### config.mk
export PLATFORM = sky130hd
export DESIGN_NAME = suc_top
export DESIGN_NICKNAME = d
export VERILOG_FILES = /design/src/hdl/suc_pkg.sv /design/src/hdl/suc_top.sv /design/src/hdl/suc_baud.sv /design/src/hdl/suc_tx.sv
export SDC_FILE = /design/constraint.sdc
export NUM_CORES = 1
export LEC_CHECK = 0
export BUFFER_PORTS_ARGS = -buffer_cell sky130_fd_sc_hd__clkbuf_2
export CORE_ASPECT_RATIO = 0.75
export CORE_MARGIN = 2
export CORE_UTILIZATION = 55
export CTS_CLUSTER_DIAMETER = 80
export DETAILED_ROUTE_END_ITERATION = 6
export HOLD_SLACK_MARGIN = 0.12
export PLACE_DENSITY = 0.72
export SYNTH_ARGS = -nofsm -noshare
export SYNTH_HDL_FRONTEND = slang
export SYNTH_SLANG_ARGS = --single-unit
### constraint.sdc
create_clock -name i_clk -period 10.25 [get_ports i_clk]
set_clock_uncertainty 0.15 [all_clocks]
set_input_delay 0.5125 -clock i_clk [delete_from_list [all_inputs] [get_ports i_clk]]
set_output_delay 0.5125 -clock i_clk [all_outputs]
set_load 0.02 [all_outputs]
### src/hdl/suc_pkg.sv
// Functional notes
// - All logic runs on one free-running clock, rising edge only.
// - Baud clock is system clock divided by 16-bit divisor, then by 16.
// - Master reset loads the baud divisor with one.
// - Read data bus holds the last register read until the next read.
// - Transmitter and receiver handle 5, 6, 7 or 8 data bits.
// - Even, odd or no parity; generated on transmit, checked on receive.
// - Stop length of one, one and a half, or two bit times.
// - Receiver flags overrun, framing error, parity error and break.
// - Completed character goes to the receive holding register.
// - Transmit holding character is sent with start, parity (when enabled) and stop bits.
// - Interrupt on transmit empty, receive data, receive error, modem change.
// - Transmit, receive, line status and modem interrupts enable independently.
// - Interrupt identification register shows highest-priority pending source.
// - Separate in and out data buses plus a drive-disable output.
// - Address decoded directly on every access, no address latch.
// - Loopback mode ties transmit path to receive path internally.
package suc_pkg;
  localparam int ADDR_W = 3;
  localparam int DATA_W = 8;
  localparam int DIV_W  = 16;
  localparam int CNT_W  = 6;

  localparam logic [ADDR_W-1:0] ADR_HOLD       = 3'h0;
  localparam logic [ADDR_W-1:0] ADR_INT_EN     = 3'h1;
  localparam logic [ADDR_W-1:0] ADR_INT_ID     = 3'h2;
  localparam logic [ADDR_W-1:0] ADR_LINE_CTRL  = 3'h3;
  localparam logic [ADDR_W-1:0] ADR_MODEM_CTRL = 3'h4;
  localparam logic [ADDR_W-1:0] ADR_LINE_STAT  = 3'h5;
  localparam logic [ADDR_W-1:0] ADR_MODEM_STAT = 3'h6;
  localparam logic [ADDR_W-1:0] ADR_SCRATCH    = 3'h7;

  localparam logic [DIV_W-1:0]  DIV_RST  = 16'h0001;
  localparam logic [DATA_W-1:0] ZERO_8   = 8'h00;
  localparam logic [DATA_W-1:0] FULL_8   = 8'hff;
  localparam logic [1:0]        WLEN_MAX = 2'h3;
  localparam logic [3:0]        MIN_BITS = 4'h5;

  // Line control fields
  localparam int LC_STOP = 2;
  localparam int LC_PEN  = 3;
  localparam int LC_EVEN = 4;
  localparam int LC_STK  = 5;
  localparam int LC_BRK  = 6;
  localparam int LC_DLAB = 7;
  // Interrupt enable fields
  localparam int IE_RX = 0;
  localparam int IE_TX = 1;
  localparam int IE_LS = 2;
  localparam int IE_MS = 3;
  // Modem control fields
  localparam int MC_DTR  = 0;
  localparam int MC_RTS  = 1;
  localparam int MC_OUT1 = 2;
  localparam int MC_OUT2 = 3;
  localparam int MC_LOOP = 4;

  localparam logic [DATA_W-1:0] IID_NONE  = 8'h01;
  localparam logic [DATA_W-1:0] IID_LINE  = 8'h06;
  localparam logic [DATA_W-1:0] IID_RXDAT = 8'h04;
  localparam logic [DATA_W-1:0] IID_THRE  = 8'h02;
  localparam logic [DATA_W-1:0] IID_MODEM = 8'h00;

  localparam logic [CNT_W-1:0] TICKS_HALF = 6'h08;
  localparam logic [CNT_W-1:0] TICKS_BIT  = 6'h10;
  localparam logic [CNT_W-1:0] TICKS_1P5  = 6'h18;
  localparam logic [CNT_W-1:0] TICKS_2    = 6'h20;

  typedef enum logic [4:0] {
    SER_IDLE  = 5'b00001,
    SER_START = 5'b00010,
    SER_DATA  = 5'b00100,
    SER_PAR   = 5'b01000,
    SER_STOP  = 5'b10000
  } suc_ser_t;

  function automatic logic [2:0] last_bit(input logic [1:0] w);
    return 3'(MIN_BITS + 4'(w) - 4'h1);
  endfunction

  function automatic logic par_bit(input logic [7:0] d, input logic [7:0] lcr);
    logic x;
    x = ^(d & (FULL_8 >> (WLEN_MAX - lcr[1:0])));
    if (lcr[LC_STK]) return !lcr[LC_EVEN];
    return lcr[LC_EVEN] ? x : !x;
  endfunction

  function automatic logic [CNT_W-1:0] stop_ticks(input logic [7:0] lcr);
    if (!lcr[LC_STOP]) return TICKS_BIT;
    return (lcr[1:0] == 2'h0) ? TICKS_1P5 : TICKS_2;
  endfunction
endpackage

### src/hdl/suc_top.sv
// Chosen here: the address map and the address-and-strobe port.
`timescale 1ns/1ps
module suc_top (
  input  wire logic                       i_clk,
  input  wire logic                       i_rst_n,
  input  wire logic                       i_cs,
  input  wire logic                       i_rd,
  input  wire logic                       i_wr,
  input  wire logic [suc_pkg::ADDR_W-1:0] i_addr,
  input  wire logic [suc_pkg::DATA_W-1:0] i_wdata,
  output logic      [suc_pkg::DATA_W-1:0] o_rdata,
  output logic                            o_drive_disable_out,
  output logic                            o_irq,
  input  wire logic                       i_serial_in,
  output logic                            o_serial_out,
  output logic                            o_baud_out,
  input  wire logic                       i_clear_to_send_in_n,
  input  wire logic                       i_peer_set_ready_in_n,
  input  wire logic                       i_phone_call_alert_in_n,
  input  wire logic                       i_carrier_detect_in_n,
  output logic                            o_request_to_send_out_n,
  output logic                            o_terminal_ready_out_n
);
  import suc_pkg::*;

  logic [4:0]        sync1_ff, sync2_ff;
  logic [7:0]        lcr_ff, nxt_lcr, scr_ff, nxt_scr;
  logic [3:0]        ier_ff, nxt_ier;
  logic [4:0]        mcr_ff, nxt_mcr;
  logic [DIV_W-1:0]  div_ff, nxt_div;
  logic [7:0]        rbr_ff, nxt_rbr, thr_ff, nxt_thr;
  logic              thr_empty_ff, nxt_thr_empty, thre_int_ff, nxt_thre_int;
  logic              dr_ff, nxt_dr, oe_ff, nxt_oe, pe_ff, nxt_pe;
  logic              fe_ff, nxt_fe, bi_ff, nxt_bi;
  logic [3:0]        mprev_ff, nxt_mprev, mdelta_ff, nxt_mdelta;
  logic [7:0]        rdata_ff, nxt_rdata;
  logic              drive_disable_out_ff, irq_ff, sout_ff, rts_n_ff, dtr_n_ff;
  suc_ser_t          rx_st_ff, nxt_rx_st;
  logic [CNT_W-1:0]  rx_cnt_ff, nxt_rx_cnt;
  logic [2:0]        rx_bit_ff, nxt_rx_bit;
  logic [7:0]        rx_sh_ff, nxt_rx_sh;
  logic              rx_p_ff, nxt_rx_p;
  logic              rd_en, wr_en, dlab, loop, tick16, txd, tx_busy, tx_load, rxd;
  logic              rx_done, rx_pe, rx_fe, rx_bi, rx_mid, rx_end, line_any;
  logic [3:0]        mnow, mchg;
  logic [7:0]        iid, lsr, msr, rd_val;

  function automatic logic at(input logic [ADDR_W-1:0] a, input logic [ADDR_W-1:0] r);
    return a == r;
  endfunction

  // Pins pass two flops first: {dcd, ri, dsr, cts, rx}
  always_ff @(posedge i_clk) begin
    if (!i_rst_n) begin
      sync1_ff <= 5'h1f;
      sync2_ff <= 5'h1f;
    end else begin
      sync1_ff <= {i_carrier_detect_in_n, i_phone_call_alert_in_n,
                   i_peer_set_ready_in_n, i_clear_to_send_in_n, i_serial_in};
      sync2_ff <= sync1_ff;
    end
  end

  assign rd_en = i_cs && i_rd;
  assign wr_en = i_cs && i_wr;
  assign dlab  = lcr_ff[LC_DLAB];
  assign loop  = mcr_ff[MC_LOOP];
  assign rxd   = loop ? txd : sync2_ff[0];
  assign tx_load = !thr_empty_ff && !tx_busy;

  suc_baud u_baud (
    .i_clk      (i_clk),
    .i_rst_n    (i_rst_n),
    .i_divisor  (div_ff),
    .o_tick16   (tick16),
    .o_baud_out (o_baud_out)
  );

  suc_tx u_tx (
    .i_clk    (i_clk),
    .i_rst_n  (i_rst_n),
    .i_tick16 (tick16),
    .i_load   (tx_load),
    .i_data   (thr_ff),
    .i_lcr    (lcr_ff),
    .o_txd    (txd),
    .o_busy   (tx_busy)
  );

  // Receiver
  always_comb begin
    nxt_rx_st  = rx_st_ff;
    nxt_rx_cnt = tick16 ? rx_cnt_ff + 6'h01 : rx_cnt_ff;
    nxt_rx_bit = rx_bit_ff;
    nxt_rx_sh  = rx_sh_ff;
    nxt_rx_p   = rx_p_ff;
    rx_done    = 1'b0;
    rx_pe      = lcr_ff[LC_PEN] && (rx_p_ff != par_bit(rx_sh_ff, lcr_ff));
    rx_fe      = !rxd;
    rx_bi      = !rxd && (rx_sh_ff == ZERO_8) && !(lcr_ff[LC_PEN] && rx_p_ff);
    rx_mid     = tick16 && (rx_cnt_ff + 6'h01 == TICKS_HALF);
    rx_end     = tick16 && (rx_cnt_ff + 6'h01 == TICKS_BIT);
    case (rx_st_ff)
      SER_IDLE: begin
        nxt_rx_cnt = '0;
        if (!rxd) begin
          nxt_rx_st = SER_START;
          nxt_rx_sh = ZERO_8;
        end
      end
      SER_START: begin
        if (rx_mid) begin
          nxt_rx_cnt = '0;
          nxt_rx_bit = 3'h0;
          nxt_rx_st  = rxd ? SER_IDLE : SER_DATA;
        end
      end
      SER_DATA: begin
        if (rx_end) begin
          nxt_rx_cnt = '0;
          nxt_rx_sh[rx_bit_ff] = rxd;
          nxt_rx_bit = rx_bit_ff + 3'h1;
          if (rx_bit_ff == last_bit(lcr_ff[1:0])) begin
            nxt_rx_st = lcr_ff[LC_PEN] ? SER_PAR : SER_STOP;
          end
        end
      end
      SER_PAR: begin
        if (rx_end) begin
          nxt_rx_cnt = '0;
          nxt_rx_p   = rxd;
          nxt_rx_st  = SER_STOP;
        end
      end
      SER_STOP: begin
        if (rx_end) begin
          rx_done   = 1'b1;
          nxt_rx_st = SER_IDLE;
        end
      end
      default: nxt_rx_st = SER_IDLE;
    endcase
  end

  // Status views and interrupt identification
  always_comb begin
    mnow = loop ? {mcr_ff[MC_OUT2], mcr_ff[MC_OUT1], mcr_ff[MC_DTR], mcr_ff[MC_RTS]}
                : ~sync2_ff[4:1];
    mchg = {mnow[3] ^ mprev_ff[3], mprev_ff[2] && !mnow[2],
            mnow[1:0] ^ mprev_ff[1:0]};
    line_any = oe_ff || pe_ff || fe_ff || bi_ff;
    lsr = {1'b0, thr_empty_ff && !tx_busy, thr_empty_ff, bi_ff, fe_ff, pe_ff, oe_ff, dr_ff};
    msr = {mnow, mdelta_ff};
    if (ier_ff[IE_LS] && line_any)          iid = IID_LINE;
    else if (ier_ff[IE_RX] && dr_ff)        iid = IID_RXDAT;
    else if (ier_ff[IE_TX] && thre_int_ff)  iid = IID_THRE;
    else if (ier_ff[IE_MS] && |mdelta_ff)   iid = IID_MODEM;
    else                                    iid = IID_NONE;
    case (i_addr)
      ADR_HOLD:       rd_val = dlab ? div_ff[7:0] : rbr_ff;
      ADR_INT_EN:     rd_val = dlab ? div_ff[15:8] : {4'h0, ier_ff};
      ADR_INT_ID:     rd_val = iid;
      ADR_LINE_CTRL:  rd_val = lcr_ff;
      ADR_MODEM_CTRL: rd_val = {3'h0, mcr_ff};
      ADR_LINE_STAT:  rd_val = lsr;
      ADR_MODEM_STAT: rd_val = msr;
      default:        rd_val = scr_ff;
    endcase
  end

  // Register file: load, writes, read clears, then hardware sets
  always_comb begin
    nxt_lcr = lcr_ff;  nxt_scr = scr_ff;  nxt_ier = ier_ff;  nxt_mcr = mcr_ff;
    nxt_div = div_ff;  nxt_rbr = rbr_ff;  nxt_thr = thr_ff;
    nxt_thr_empty = thr_empty_ff || tx_load;
    nxt_thre_int = thre_int_ff;
    nxt_dr = dr_ff;  nxt_oe = oe_ff;  nxt_pe = pe_ff;  nxt_fe = fe_ff;  nxt_bi = bi_ff;
    nxt_mprev = mnow;
    nxt_mdelta = mdelta_ff;
    nxt_rdata = rdata_ff;
    if (wr_en) begin
      case (i_addr)
        ADR_HOLD: begin
          if (dlab) begin
            nxt_div[7:0] = i_wdata;
          end else begin
            nxt_thr = i_wdata;
            nxt_thr_empty = 1'b0;
            nxt_thre_int = 1'b0;
          end
        end
        ADR_INT_EN: begin
          if (dlab) nxt_div[15:8] = i_wdata;
          else nxt_ier = i_wdata[3:0];
        end
        ADR_LINE_CTRL:  nxt_lcr = i_wdata;
        ADR_MODEM_CTRL: nxt_mcr = i_wdata[4:0];
        ADR_SCRATCH:    nxt_scr = i_wdata;
        default: ;
      endcase
    end
    if (rd_en) begin
      nxt_rdata = rd_val;
      if (at(i_addr, ADR_HOLD) && !dlab) nxt_dr = 1'b0;
      if (at(i_addr, ADR_INT_ID) && iid == IID_THRE) nxt_thre_int = 1'b0;
      if (at(i_addr, ADR_LINE_STAT)) begin
        nxt_oe = 1'b0;  nxt_pe = 1'b0;  nxt_fe = 1'b0;  nxt_bi = 1'b0;
      end
      if (at(i_addr, ADR_MODEM_STAT)) nxt_mdelta = 4'h0;
    end
    if ((tx_load && !(wr_en && at(i_addr, ADR_HOLD) && !dlab)) ||
        (wr_en && at(i_addr, ADR_INT_EN) && !dlab && i_wdata[IE_TX] && thr_empty_ff))
      nxt_thre_int = 1'b1;
    if (rx_done) begin
      nxt_rbr = rx_sh_ff;
      nxt_dr  = 1'b1;
      if (dr_ff && !(rd_en && at(i_addr, ADR_HOLD) && !dlab)) nxt_oe = 1'b1;
      if (rx_pe) nxt_pe = 1'b1;
      if (rx_fe) nxt_fe = 1'b1;
      if (rx_bi) nxt_bi = 1'b1;
    end
    nxt_mdelta = nxt_mdelta | mchg;
  end

  always_ff @(posedge i_clk) begin
    if (!i_rst_n) begin
      lcr_ff <= ZERO_8;  scr_ff <= ZERO_8;  ier_ff <= 4'h0;  mcr_ff <= 5'h00;
      div_ff <= DIV_RST;
      rbr_ff <= ZERO_8;  thr_ff <= ZERO_8;
      thr_empty_ff <= 1'b1;  thre_int_ff <= 1'b0;
      dr_ff <= 1'b0;  oe_ff <= 1'b0;  pe_ff <= 1'b0;  fe_ff <= 1'b0;  bi_ff <= 1'b0;
      mprev_ff <= 4'h0;  mdelta_ff <= 4'h0;  rdata_ff <= ZERO_8;
      drive_disable_out_ff <= 1'b1;  irq_ff <= 1'b0;  sout_ff <= 1'b1;
      rts_n_ff <= 1'b1;  dtr_n_ff <= 1'b1;
      rx_st_ff <= SER_IDLE;  rx_cnt_ff <= '0;  rx_bit_ff <= 3'h0;
      rx_sh_ff <= ZERO_8;  rx_p_ff <= 1'b0;
    end else begin
      lcr_ff <= nxt_lcr;  scr_ff <= nxt_scr;  ier_ff <= nxt_ier;  mcr_ff <= nxt_mcr;
      div_ff <= nxt_div;
      rbr_ff <= nxt_rbr;  thr_ff <= nxt_thr;
      thr_empty_ff <= nxt_thr_empty;  thre_int_ff <= nxt_thre_int;
      dr_ff <= nxt_dr;  oe_ff <= nxt_oe;  pe_ff <= nxt_pe;  fe_ff <= nxt_fe;  bi_ff <= nxt_bi;
      mprev_ff <= nxt_mprev;  mdelta_ff <= nxt_mdelta;  rdata_ff <= nxt_rdata;
      drive_disable_out_ff <= !rd_en;
      irq_ff  <= (iid != IID_NONE);
      sout_ff <= loop || (txd && !lcr_ff[LC_BRK]);
      rts_n_ff <= loop || !mcr_ff[MC_RTS];
      dtr_n_ff <= loop || !mcr_ff[MC_DTR];
      rx_st_ff <= nxt_rx_st;  rx_cnt_ff <= nxt_rx_cnt;  rx_bit_ff <= nxt_rx_bit;
      rx_sh_ff <= nxt_rx_sh;  rx_p_ff <= nxt_rx_p;
    end
  end

  assign o_rdata                 = rdata_ff;
  assign o_drive_disable_out     = drive_disable_out_ff;
  assign o_irq                   = irq_ff;
  assign o_serial_out            = sout_ff;
  assign o_request_to_send_out_n = rts_n_ff;
  assign o_terminal_ready_out_n  = dtr_n_ff;

  AST_DIV_RST: assert property (@(posedge i_clk) !i_rst_n |=> div_ff == DIV_RST)
    else $error("divisor not one after reset");
  AST_RDATA_HOLD: assert property (@(posedge i_clk) disable iff (!i_rst_n)
    !rd_en |=> $stable(o_rdata)) else $error("read data changed without a read");
  AST_RBR_READ: assert property (@(posedge i_clk) disable iff (!i_rst_n)
    (rd_en && at(i_addr, ADR_HOLD) && !dlab) |=>
      o_rdata == $past(rbr_ff) && (!dr_ff || $past(rx_done)))
    else $error("receive holding read wrong");
  AST_DRIVE_DISABLE_OUT: assert property (@(posedge i_clk) disable iff (!i_rst_n)
    rd_en |=> !o_drive_disable_out ##1 (o_drive_disable_out || $past(rd_en)))
    else $error("drive disable wrong around read");
  AST_LINE_PRIO: assert property (@(posedge i_clk) disable iff (!i_rst_n)
    (ier_ff[IE_LS] && line_any) |-> iid == IID_LINE ##1 o_irq)
    else $error("line status not top priority");
  AST_IRQ_CAUSE: assert property (@(posedge i_clk) disable iff (!i_rst_n)
    (ier_ff == 4'h0) ##1 (ier_ff == 4'h0) |-> !o_irq)
    else $error("interrupt with all sources disabled");
  AST_OVERRUN: assert property (@(posedge i_clk) disable iff (!i_rst_n)
    (rx_done && dr_ff && !rd_en) |=> oe_ff && dr_ff)
    else $error("overrun not flagged");
  AST_FALSE_START: assert property (@(posedge i_clk) disable iff (!i_rst_n)
    (rx_st_ff == SER_START && rx_mid && rxd) |=> rx_st_ff == SER_IDLE)
    else $error("false start bit accepted");
  AST_THR_LOAD: assert property (@(posedge i_clk) disable iff (!i_rst_n)
    tx_load |=> tx_busy && (thr_empty_ff || $past(wr_en && at(i_addr, ADR_HOLD) && !dlab)))
    else $error("transmit holding not taken");
  AST_LOOP_IDLE: assert property (@(posedge i_clk) disable iff (!i_rst_n)
    loop [*2] |-> o_serial_out && o_request_to_send_out_n && o_terminal_ready_out_n)
    else $error("loopback leaks to pins");
endmodule // suc_top

### src/hdl/suc_baud.sv
`timescale 1ns/1ps
module suc_baud (
  input  wire logic                      i_clk,
  input  wire logic                      i_rst_n,
  input  wire logic [suc_pkg::DIV_W-1:0] i_divisor,
  output logic                           o_tick16,
  output logic                           o_baud_out
);
  import suc_pkg::*;
  logic [DIV_W-1:0] cnt_ff, nxt_cnt;
  logic [3:0]       sub_ff, nxt_sub;
  logic             tick_ff, nxt_tick;

  always_comb begin
    nxt_tick = (cnt_ff >= i_divisor - DIV_RST);
    nxt_cnt  = nxt_tick ? '0 : cnt_ff + DIV_RST;
    nxt_sub  = tick_ff ? sub_ff + 4'h1 : sub_ff;
  end

  always_ff @(posedge i_clk) begin
    if (!i_rst_n) begin
      cnt_ff  <= '0;
      sub_ff  <= 4'h0;
      tick_ff <= 1'b0;
    end else begin
      cnt_ff  <= nxt_cnt;
      sub_ff  <= nxt_sub;
      tick_ff <= nxt_tick;
    end
  end

  assign o_tick16   = tick_ff;
  assign o_baud_out = sub_ff[3];
endmodule // suc_baud

### src/hdl/suc_tx.sv
`timescale 1ns/1ps
module suc_tx (
  input  wire logic        i_clk,
  input  wire logic        i_rst_n,
  input  wire logic        i_tick16,
  input  wire logic        i_load,
  input  wire logic [7:0]  i_data,
  input  wire logic [7:0]  i_lcr,
  output logic             o_txd,
  output logic             o_busy
);
  import suc_pkg::*;
  suc_ser_t          st_ff, nxt_st;
  logic [CNT_W-1:0]  cnt_ff, nxt_cnt;
  logic [2:0]        bit_ff, nxt_bit;
  logic [7:0]        sh_ff, nxt_sh;
  logic              par_ff, nxt_par;
  logic              txd_ff, nxt_txd;
  logic              bit_end;

  always_comb begin
    nxt_st  = st_ff;
    nxt_cnt = i_tick16 ? cnt_ff + 6'h01 : cnt_ff;
    nxt_bit = bit_ff;
    nxt_sh  = sh_ff;
    nxt_par = par_ff;
    nxt_txd = 1'b1;
    bit_end = i_tick16 && (cnt_ff + 6'h01 == TICKS_BIT);
    case (st_ff)
      SER_IDLE: begin
        nxt_cnt = '0;
        if (i_load) begin
          nxt_sh  = i_data;
          nxt_par = par_bit(i_data, i_lcr);
          nxt_st  = SER_START;
          nxt_txd = 1'b0;
        end
      end
      SER_START: begin
        nxt_txd = 1'b0;
        if (bit_end) begin
          nxt_st  = SER_DATA;
          nxt_cnt = '0;
          nxt_bit = 3'h0;
          nxt_txd = sh_ff[0];
        end
      end
      SER_DATA: begin
        nxt_txd = sh_ff[0];
        if (bit_end) begin
          nxt_cnt = '0;
          nxt_sh  = sh_ff >> 1;
          nxt_bit = bit_ff + 3'h1;
          nxt_txd = sh_ff[1];
          if (bit_ff == last_bit(i_lcr[1:0])) begin
            nxt_st  = i_lcr[LC_PEN] ? SER_PAR : SER_STOP;
            nxt_txd = i_lcr[LC_PEN] ? par_ff : 1'b1;
          end
        end
      end
      SER_PAR: begin
        nxt_txd = par_ff;
        if (bit_end) begin
          nxt_st  = SER_STOP;
          nxt_cnt = '0;
          nxt_txd = 1'b1;
        end
      end
      SER_STOP: begin
        // Reaching or passing the count ends the stop, so a mid-stop length change cannot stall
        if (i_tick16 && (cnt_ff + 6'h01 >= stop_ticks(i_lcr))) begin
          nxt_st = SER_IDLE;
        end
      end
      default: nxt_st = SER_IDLE;
    endcase
  end

  always_ff @(posedge i_clk) begin
    if (!i_rst_n) begin
      st_ff  <= SER_IDLE;
      cnt_ff <= '0;
      bit_ff <= 3'h0;
      sh_ff  <= ZERO_8;
      par_ff <= 1'b0;
      txd_ff <= 1'b1;
    end else begin
      st_ff  <= nxt_st;
      cnt_ff <= nxt_cnt;
      bit_ff <= nxt_bit;
      sh_ff  <= nxt_sh;
      par_ff <= nxt_par;
      txd_ff <= nxt_txd;
    end
  end

  assign o_txd  = txd_ff;
  assign o_busy = (st_ff != SER_IDLE);
endmodule // suc_tx

# Yosys cells after proc, flatten, opt, wreduce, memory -nomap -nowiden
# Cells that the tools add are included.
# totals
register_bits,163
input_bits,21
# classes
add_sub_neg,10
n_lt_le_gt_ge,4
n_eq_ne,38
shift,1
mux,100
bitwise,8
n_reduce_logical,85
# ops
op,count
$mux W5,13
$pmux W8 S7,1
$mux W6,9
$pmux W5 S5,2
$mux W1,49
$mux W8,6
$pmux W8 S2,2
$logic_and A1 B1 Y1,31
$reduce_and A3 Y1,8
$mux W3,7
$pmux W6 S3,1
$add A16 B1 Y16 const B,1
$and A8 B8 Y8,2
$ge A16 B16 Y1,1
$reduce_xor A8 Y1,2
$sub A16 B1 Y16 const B,1
$logic_not A1 Y1,15
$ne A2 B2 Y1 const B,7
$add A6 B1 Y6 const B,2
$eq A3 B3 Y1 const B,4
$eq A6 B5 Y1 const B,2
$mux W4,3
$pmux W3 S2,2
$pmux W6 S2,1
42 further kinds,74

# Depth between registers and ports, before layout
# Gate-level depths: netlist of the first run.
# depth
depth_word,11
mapped_depth,15
mapped_depth_nobuf,14

# Cells and area by module
# A second synthesis of the first run with hierarchy kept.
# unflattened
cells_unflattened,988
hier_area_um2,8506.9
# modules_own_cells
module,n_inst,cells_each,area_each_um2,seq_area_each_um2
suc_top,1,623,5408.9,2362.3
suc_tx,1,194,1576.5,480.5
suc_baud,1,171,1521.5,420.4

# Worst setup path after synthesis of the first run
# No wires, ideal clock.
# synth_timing
kind,register to register
start,register div_ff[5]
end,register u_baud.cnt_ff[10]
setup_ps,70
t_arrival_ps,3042
path_slack_ps,6989
stages_incl_launch_ff,15
path_buffers,2
cell_sequence,dfxtp_1 -> clkbuf_1 -> or4_1 -> nor2_1 -> nand2_1 -> nor4_1 -> xnor2_1 -> ha_1 -> a21o_1 -> a21o_1 -> a21oi_1 -> nand4_1 -> a41o_1 -> clkbuf_1 -> a21oi_1
# synth_via
elab_chain_len,3
# synth_rtl
element,line_no,text
"start, declared",suc_top.sv:30,"logic [DIV_W-1:0] div_ff, nxt_div;"
"start signal, assigned",suc_top.sv:239,div_ff <= nxt_div;
$sub A16 B1 Y16,suc_baud.sv:15,nxt_tick = (cnt_ff >= i_divisor - DIV_RST);
$ge A16 B16 Y1,suc_baud.sv:15,
$reduce_or A2 Y1 (no source line),-,
"end signal, assigned",suc_baud.sv:26,cnt_ff <= nxt_cnt;
"end, declared",suc_baud.sv:10,"logic [DIV_W-1:0] cnt_ff, nxt_cnt;"
# Every way passes these cells.
# A chain may end at the register's enable or synchronous reset.

# Worst setup path after layout of the first run
# layout_timing
start,register div_ff[7]
end,register u_baud.cnt_ff[1]
# Same word-level chain as after synthesis.

==> results_dict.tcl, run 1 <==
set metrics [dict create \
    outcome "finished, final reports clean" \
    yosysMostFrequentCell "dfxtp_1" \
    antenna_cells 0 \
    core-area_mm2 0.01508 \
    vdd_drop_max_v 0.0001124 \
    wl_per_cell_um 16.77 \
    clkLatencyLatePin_ns 0.43 \
    power_frac_comb_pct 5.0 \
    ys_warn_count 0 \
    first_pass_iters 6 \
    ys_seq_area_share_pct 38.83 \
    dp.cells 1173 \
    htreeDepth 4 \
    grt_pass1_wl_mm 33.53 \
    synth_edf_count 0 \
    grt_max_degree 80 \
    nNetsFinal 1043 \
    power_density_mw_per_mm2 145.6 \
    fin_crit_sh_pct 34.20 \
    gr-total-overflow 0 \
    worst_pin_slew_ns 1.111 \
    clock_sinks 163 \
    finalCriticalPeriod_ns 3.506 \
    synth_fp_nets 1033 \
    async_flop_share_pct 0 \
    seqPwrFrac_pct 47.7 \
    p_int_uw 995.4 \
    drive_gt1_share_pct 9.453 \
    drt_wl_total_mm 20.30 \
    cp_max_fo 16 \
    ant_nets 0 \
    required_ns 10.45 \
    tns_ns 0 \
    pwr-share-clk_pct 47.2 \
    ys.flop_type "dfxtp_1" \
    hold_class "reg2reg" \
    rsz0062_at_grt "no" \
    syn-cell-area_mm2 0.008404 \
    grt_use_total_pct 25.68 \
    min_from "sync1_ff[4]" \
    synth_cell_types 77 \
    switching_share_pct 26.74 \
    root_buffer "clkbuf_16" \
    max_cap_viol_count 0 \
    synthTopCellsByArea "dfxtp_1, mux2i_1, nor2_1" \
    synth_commonest_cells "dfxtp_1, nor2_1, mux2i_1" \
    crit_start "div_ff[7]" \
    initial_core_util_pct 55.74 \
    p_switching_uw 363.4 \
    synth_area_per_cell_um2 8.558 \
    area_growth_pct 11.05 \
    vias_per_cell 5.807 \
    r2r_start "div_ff[7]" \
    clk_path_buf_depth 2 \
    drt_iter0_markers 597 \
    fmax_mhz 285.3 \
    rows 39 \
    path_clk_slew_ns 0.07 \
    worstSetupPathType "reg2reg" \
    syn_inst 982 \
    synth.top_cell.area_share_pct 38.83 \
    postCtsSetupBuffers 0 \
    arrival_ns 3.71 \
    fp.dieW_um 146.7 \
    end_kind "register" \
    synth_top_cell_by_area "dfxtp_1" \
    hold_viol 0 \
    timing.slew.headroom_pct 25.64 \
    cts_tree "built" \
    via_count 7026 \
    p_leak_uw 0.003640 \
    dieArea_mm2 0.01630 \
    final_cells 1210 \
    numCtsBuffers 17 \
    first_global_vias 6513 \
    antenna_found_initial 0 \
    port_buffers 34 \
    setup-violations-final 0 \
    slew_violations 0 \
    gp_congestion 0.9122 \
    synth_seq_cells 163 \
    fillers 1297 \
    hpwlAfterDp_mm 14.04 \
    ios 35 \
    drcViolationCount 0 \
    die_h_um 111.1 \
    start_kind "register" \
]
-- layout by cell type (no fill, tap or decap), types with 24 or more instances in the layout --
master	n
clkbuf_2	34
dfxtp_1	163
xor2_1	24
ha_1	30
nor2_1	121
a21oi_1	64
nand3_1	49
o21ai_0	39
xnor2_1	40
inv_1	24
nand2_1	74
mux2i_1	75
-- power by group through the flow --
stage	combinational, uW	sequential, uW	clock (uW)
6_report	68.3	649	642
3_3_place_gp	64.8	663	0
3_5_place_dp	65.4	663	0
4_1_cts	67.3	648	651
5_1_grt	74.5	650	677
2_1_floorplan	42.5	663	0
-- routing by layer --
metal / track usage (%) / routed length (um) / vias to the layer above
met5: 1.563 / 31 / -
met4: 6.472 / 174 / 2
met3: 7.202 / 1636 / 17
met2: 36.24 / 8446 / 231
met1: 38.28 / 10010 / 3260
li1: - / - / 3516
-- cells by family after synthesis --
logic type                 after synthesis  share of synthesized area, %
AOI/OAI and AO/OA                      204                         15.62
DFF                                    163                         38.83
adders and majority gates               30                         4.466
muxes                                   83                         10.27
and+or+nand+nor                        356                         20.43
buffers and inverters                   82                         3.722
xor gates and xnor gates                64                         6.670
-- flip-flops by register name, indices dropped and copies added (netlist names), 5 cells and up --
signal,cells
rx_st_ff,5
scr_ff,8
u_tx.cnt_ff,6
sync2_ff,5
u_tx.sh_ff,8
rx_sh_ff,8
rx_cnt_ff,6
thr_ff,8
mcr_ff,5
sync1_ff,5
rbr_ff,8
o_rdata,8
u_baud.cnt_ff,16
div_ff,16
u_tx.st_ff,5
lcr_ff,8
-- critical path, stage by stage (launching register included) --
cell and delay (ns):
dfxtp_1 0.35, or4_1 0.54, nor2_1 0.14, nand2_1 0.12, nor4_1 0.24, xnor2_1 0.16, ha_1 0.26, a21o_1 0.18
a21o_1 0.17, a21oi_1 0.28, nand3_1 0.52, a21boi_0 0.31
-- timing repair --
item	4_1_cts	5_1_grt
endpoints found under the hold margin	5	0
setup endpoints to repair	0	0
hold buffers	5	0
resized for setup	0	0
-- area by class of cell --
cell class	count	area (um2)	area share (%)
tap	205	256.5	2.748
inverter	26	97.59	1.046
timing repair buffer	47	280.3	3.003
clock buffer	17	425.4	4.558
sequential	163	3263	34.96
multi-input combinational	737	4828	51.74
clock inverter	15	181.4	1.944
-- path summary, 6_finish.rpt --
kind	cells after the start	end	slack, ns
setup / recovery	11	u_baud.cnt_ff[1]	6.74
hold reg to reg	1	sync2_ff[4]	0.26
setup reg to reg	11	u_baud.cnt_ff[1]	6.74
hold / removal	1	sync2_ff[4]	0.26
-- per-stage QoR --
step | instance area [um2] | utilization [%] | hold WS, ns | power [uW] | worst slack (ns)
final | 9333 | 61.90 | 0.2603 | 1359 | 6.744
after global routing | 9333 | 61.90 | 0.2825 | 1401 | 6.486
after CTS | 9333 | 61.90 | 0.2617 | 1367 | 6.750
after detailed placement | 8676 | 57.54 | 0.2437 | 728.7 | 6.762
after global placement | 8676 | 57.54 | 0.2388 | 727.9 | 6.832
after floorplan | 8404 | - | 0.2305 | 705.1 | 6.989
(Power assumes the default switching activity.)
==> run 2: changes to the inputs <==
- ABC_AREA: default -> 1
- PLACE_DENSITY: 0.72 -> 0.75
- clock period: 10.25 -> 2.8 ns (I/O delays scaled with it)
==> results_dict.tcl, run 2 <==
set metrics [dict create \
    yosysMostFrequentCell "nand2_1" \
    synth_cell_types 44 \
    synthTopCellsByArea "dfxtp_1, nand2_1, nor2_1" \
    rsz0062_at_grt "yes" \
    fin_area_mm2 0.009848 \
    violations "negative setup slack" \
    reg2reg_slack_ns -0.17 \
    syn-cell-area_mm2 0.008402 \
    worst_pin_slew_ns 0.6130 \
    vias_per_cell 5.425 \
    ys.flop_type "dfxtp_1" \
    fp.dieW_um 146.7 \
    p_leak_uw 0.004162 \
    dpl_cell_area_mm2 0.008862 \
    path_clk_slew_ns 0.07 \
    p_switching_uw 1760 \
    initial_core_util_pct 55.72 \
    met2_length_mm 9.761 \
    max_stage_delay_ns 0.32 \
    pwr-share-clk_pct 41.8 \
    slowest_stage "dfxtp_2" \
    start_kind "register" \
    timing.slew.headroom_pct 59.13 \
    drt_iter0_markers 741 \
    arrival_ns 3.14 \
    drcViolationCount 0 \
    synth_edf_count 0 \
    ys_seq_area_share_pct 38.84 \
    max_cap_viol_count 0 \
    dp_slack_ns -0.04299 \
    synth_top_cell_by_area "dfxtp_1" \
    p_int_uw 4393 \
    tns_ns -2.361 \
    via_count 8061 \
    rows 39 \
    fin_crit_sh_pct 106.1 \
    nNetsFinal 1321 \
    numCtsBuffers 17 \
    dieArea_mm2 0.01629 \
    gr-total-overflow 0 \
    ios 35 \
    top_regs "div_ff x16, u_baud.cnt_ff x16" \
    cp_max_fo 8 \
    final_cells 1486 \
    fmax_mhz 336.7 \
    setup-violations-final 16 \
    power_density_mw_per_mm2 624.8 \
    worst_slack_ns -0.1700 \
    required_ns 2.97 \
    clk_path_buf_depth 2 \
    synth.top_cell.area_share_pct 38.84 \
    core-area_mm2 0.01508 \
    first_pass_iters 5 \
    drive_gt1_share_pct 11.94 \
    wl_met1_mm 10.07 \
    path_cells "or2_1 -> nor3_2 -> nand2_1 -> nor2_2 -> nand2_2 -> nor2_2 -> nand3_2 -> xnor2_2 -> inv_1 -> ha_4 -> nand2_4 -> inv_2 -> nand3_4 -> nor3_4 -> nand2_1 -> nand4_1 -> clkbuf_16 -> nor2_1" \
    area_growth_pct 17.22 \
    finalCriticalPeriod_ns 2.970 \
    hold_class "in2reg" \
    grt_pass1_wl_mm 35.78 \
    final_common_cell "nand2_1" \
    die_h_um 111.0 \
    multiInputGateArea_mm2 0.004587 \
    power_frac_comb_pct 16.5 \
    dp.cells 1435 \
    gp_congestion 0.9920 \
    hold_viol 0 \
    switching_share_pct 28.61 \
    hpwlAfterDp_mm 14.94 \
    clock_sinks 163 \
    top_layer "met4" \
    final_cell_mix "nand2_1, nor2_1, dfxtp_1" \
    synth_commonest_cells "nand2_1, nor2_1, dfxtp_1" \
    async_flop_share_pct 0 \
    seqPwrFrac_pct 41.6 \
    syn_inst 1210 \
    synth_area_per_cell_um2 6.944 \
    first_global_vias 7399 \
    ys_warn_count 0 \
    drt_wl_total_mm 21.78 \
    fillers 1297 \
    slew_violations 0 \
    grt_max_degree 82 \
    clkLatencyLatePin_ns 0.43 \
    regArea_mm2 0.003264 \
    grt_use_total_pct 27.08 \
    port_buffers 34 \
    vdd_drop_max_v 0.0004113 \
    synth_seq_cells 163 \
    outcome "complete, but fails checks" \
    end_kind "register" \
    ant_nets 0 \
    synth_fp_nets 1261 \
    antenna_cells 0 \
    wl_per_cell_um 14.66 \
    wl_met3_mm 1.391 \
    root_buffer "clkbuf_16" \
    worstSetupPathType "reg2reg" \
    antenna_found_initial 0 \
    cts_tree "built" \
    htreeDepth 4 \
]
run 2: changes by cell type after synthesis, sizes merged, moves of 13 or more:
cell	before	now
nand2b	17	2
xnor2	40	13
a21oi	64	100
mux2i	75	0
o21ai	56	107
nand4	16	30
and2	13	0
or2	4	19
nand3	49	75
clkbuf	46	26
nor2	121	171
nand2	75	245
inv	25	143
run 2: power by group through the flow:
| stage | Combinational, uW | Clock [uW] | Sequential (uW) |
|---|---|---|---|
| 2_1_floorplan | 728 | 0 | 2590 |
| 3_3_place_gp | 972 | 0 | 2610 |
| 3_5_place_dp | 985 | 0 | 2610 |
| 4_1_cts | 1010 | 2580 | 2560 |
| 5_1_grt | 1160 | 2690 | 2580 |
| 6_report | 1020 | 2570 | 2560 |
run 2: worst paths after layout:
check | startpoint | end | depth (start not counted)
setup / recovery | div_ff[1] | u_baud.cnt_ff[7] | 18
hold / removal | i_addr[2] | o_rdata[0] | 6
setup reg to reg | div_ff[1] | u_baud.cnt_ff[7] | 18
hold reg to reg | sync1_ff[3] | sync2_ff[3] | 1
run 2: metal layers:
metal / track usage (%) / vias to the layer above
li1: - / 4077
met1: 36.99 / 3660
met3: 5.926 / 48
met4: 9.256 / 0
met5: 0 / -
met2: 42.54 / 276
run 2: cell type report:
| type | instances | share of cell area (%) |
|---|---|---|
| Multi-Input combinational cell | 869 | 46.58 |
| Sequential cell | 163 | 33.15 |
| Timing Repair Buffer | 73 | 5.590 |
| Inverter | 146 | 5.565 |
| Clock buffer | 18 | 4.459 |
| Tap cell | 205 | 2.604 |
| Clock inverter | 12 | 2.058 |
run 2: through the flow:
stage | total power (uW) | utilization (%) | hold WS, ns
floorplan | 3315 | - | 0.09658
global placement | 3579 | 58.78 | 0.1753
detailed placement | 3593 | 58.78 | 0.1782
CTS | 6152 | 64.36 | 0.1206
global route | 6435 | 65.31 | 0.1908
finish | 6153 | 65.31 | 0.1549
run 2: logic make-up after synthesis:
kind of cell,count (synthesis),share of synthesized area (%)
and+or+nand+nor,572,30.08
AOI/OAI and AO/OA,233,14.68
buffers and inverters,178,8.161
DFF,163,38.84
xor gates and xnor gates,34,3.768
adders and majority gates,30,4.468
run 2: timing repair:
item | CTS | global route
resized for setup | 3 | 26
cloned | 0 | 1
hold endpoints to repair | 83 | 0
setup buffers | 0 | 2
endpoints found under the setup margin | 16 | 17
hold buffers | 18 | 0
pin swaps | 1 | 6
run 2: worst max-delay path: cells and delay by family (launching register included):
kind,cells,cell delay [ns]
and+or+nand+nor,13,1.62
buffers and inverters,3,0.35
DFF,1,0.32
adders and majority gates,1,0.29
xor gates and xnor gates,1,0.13
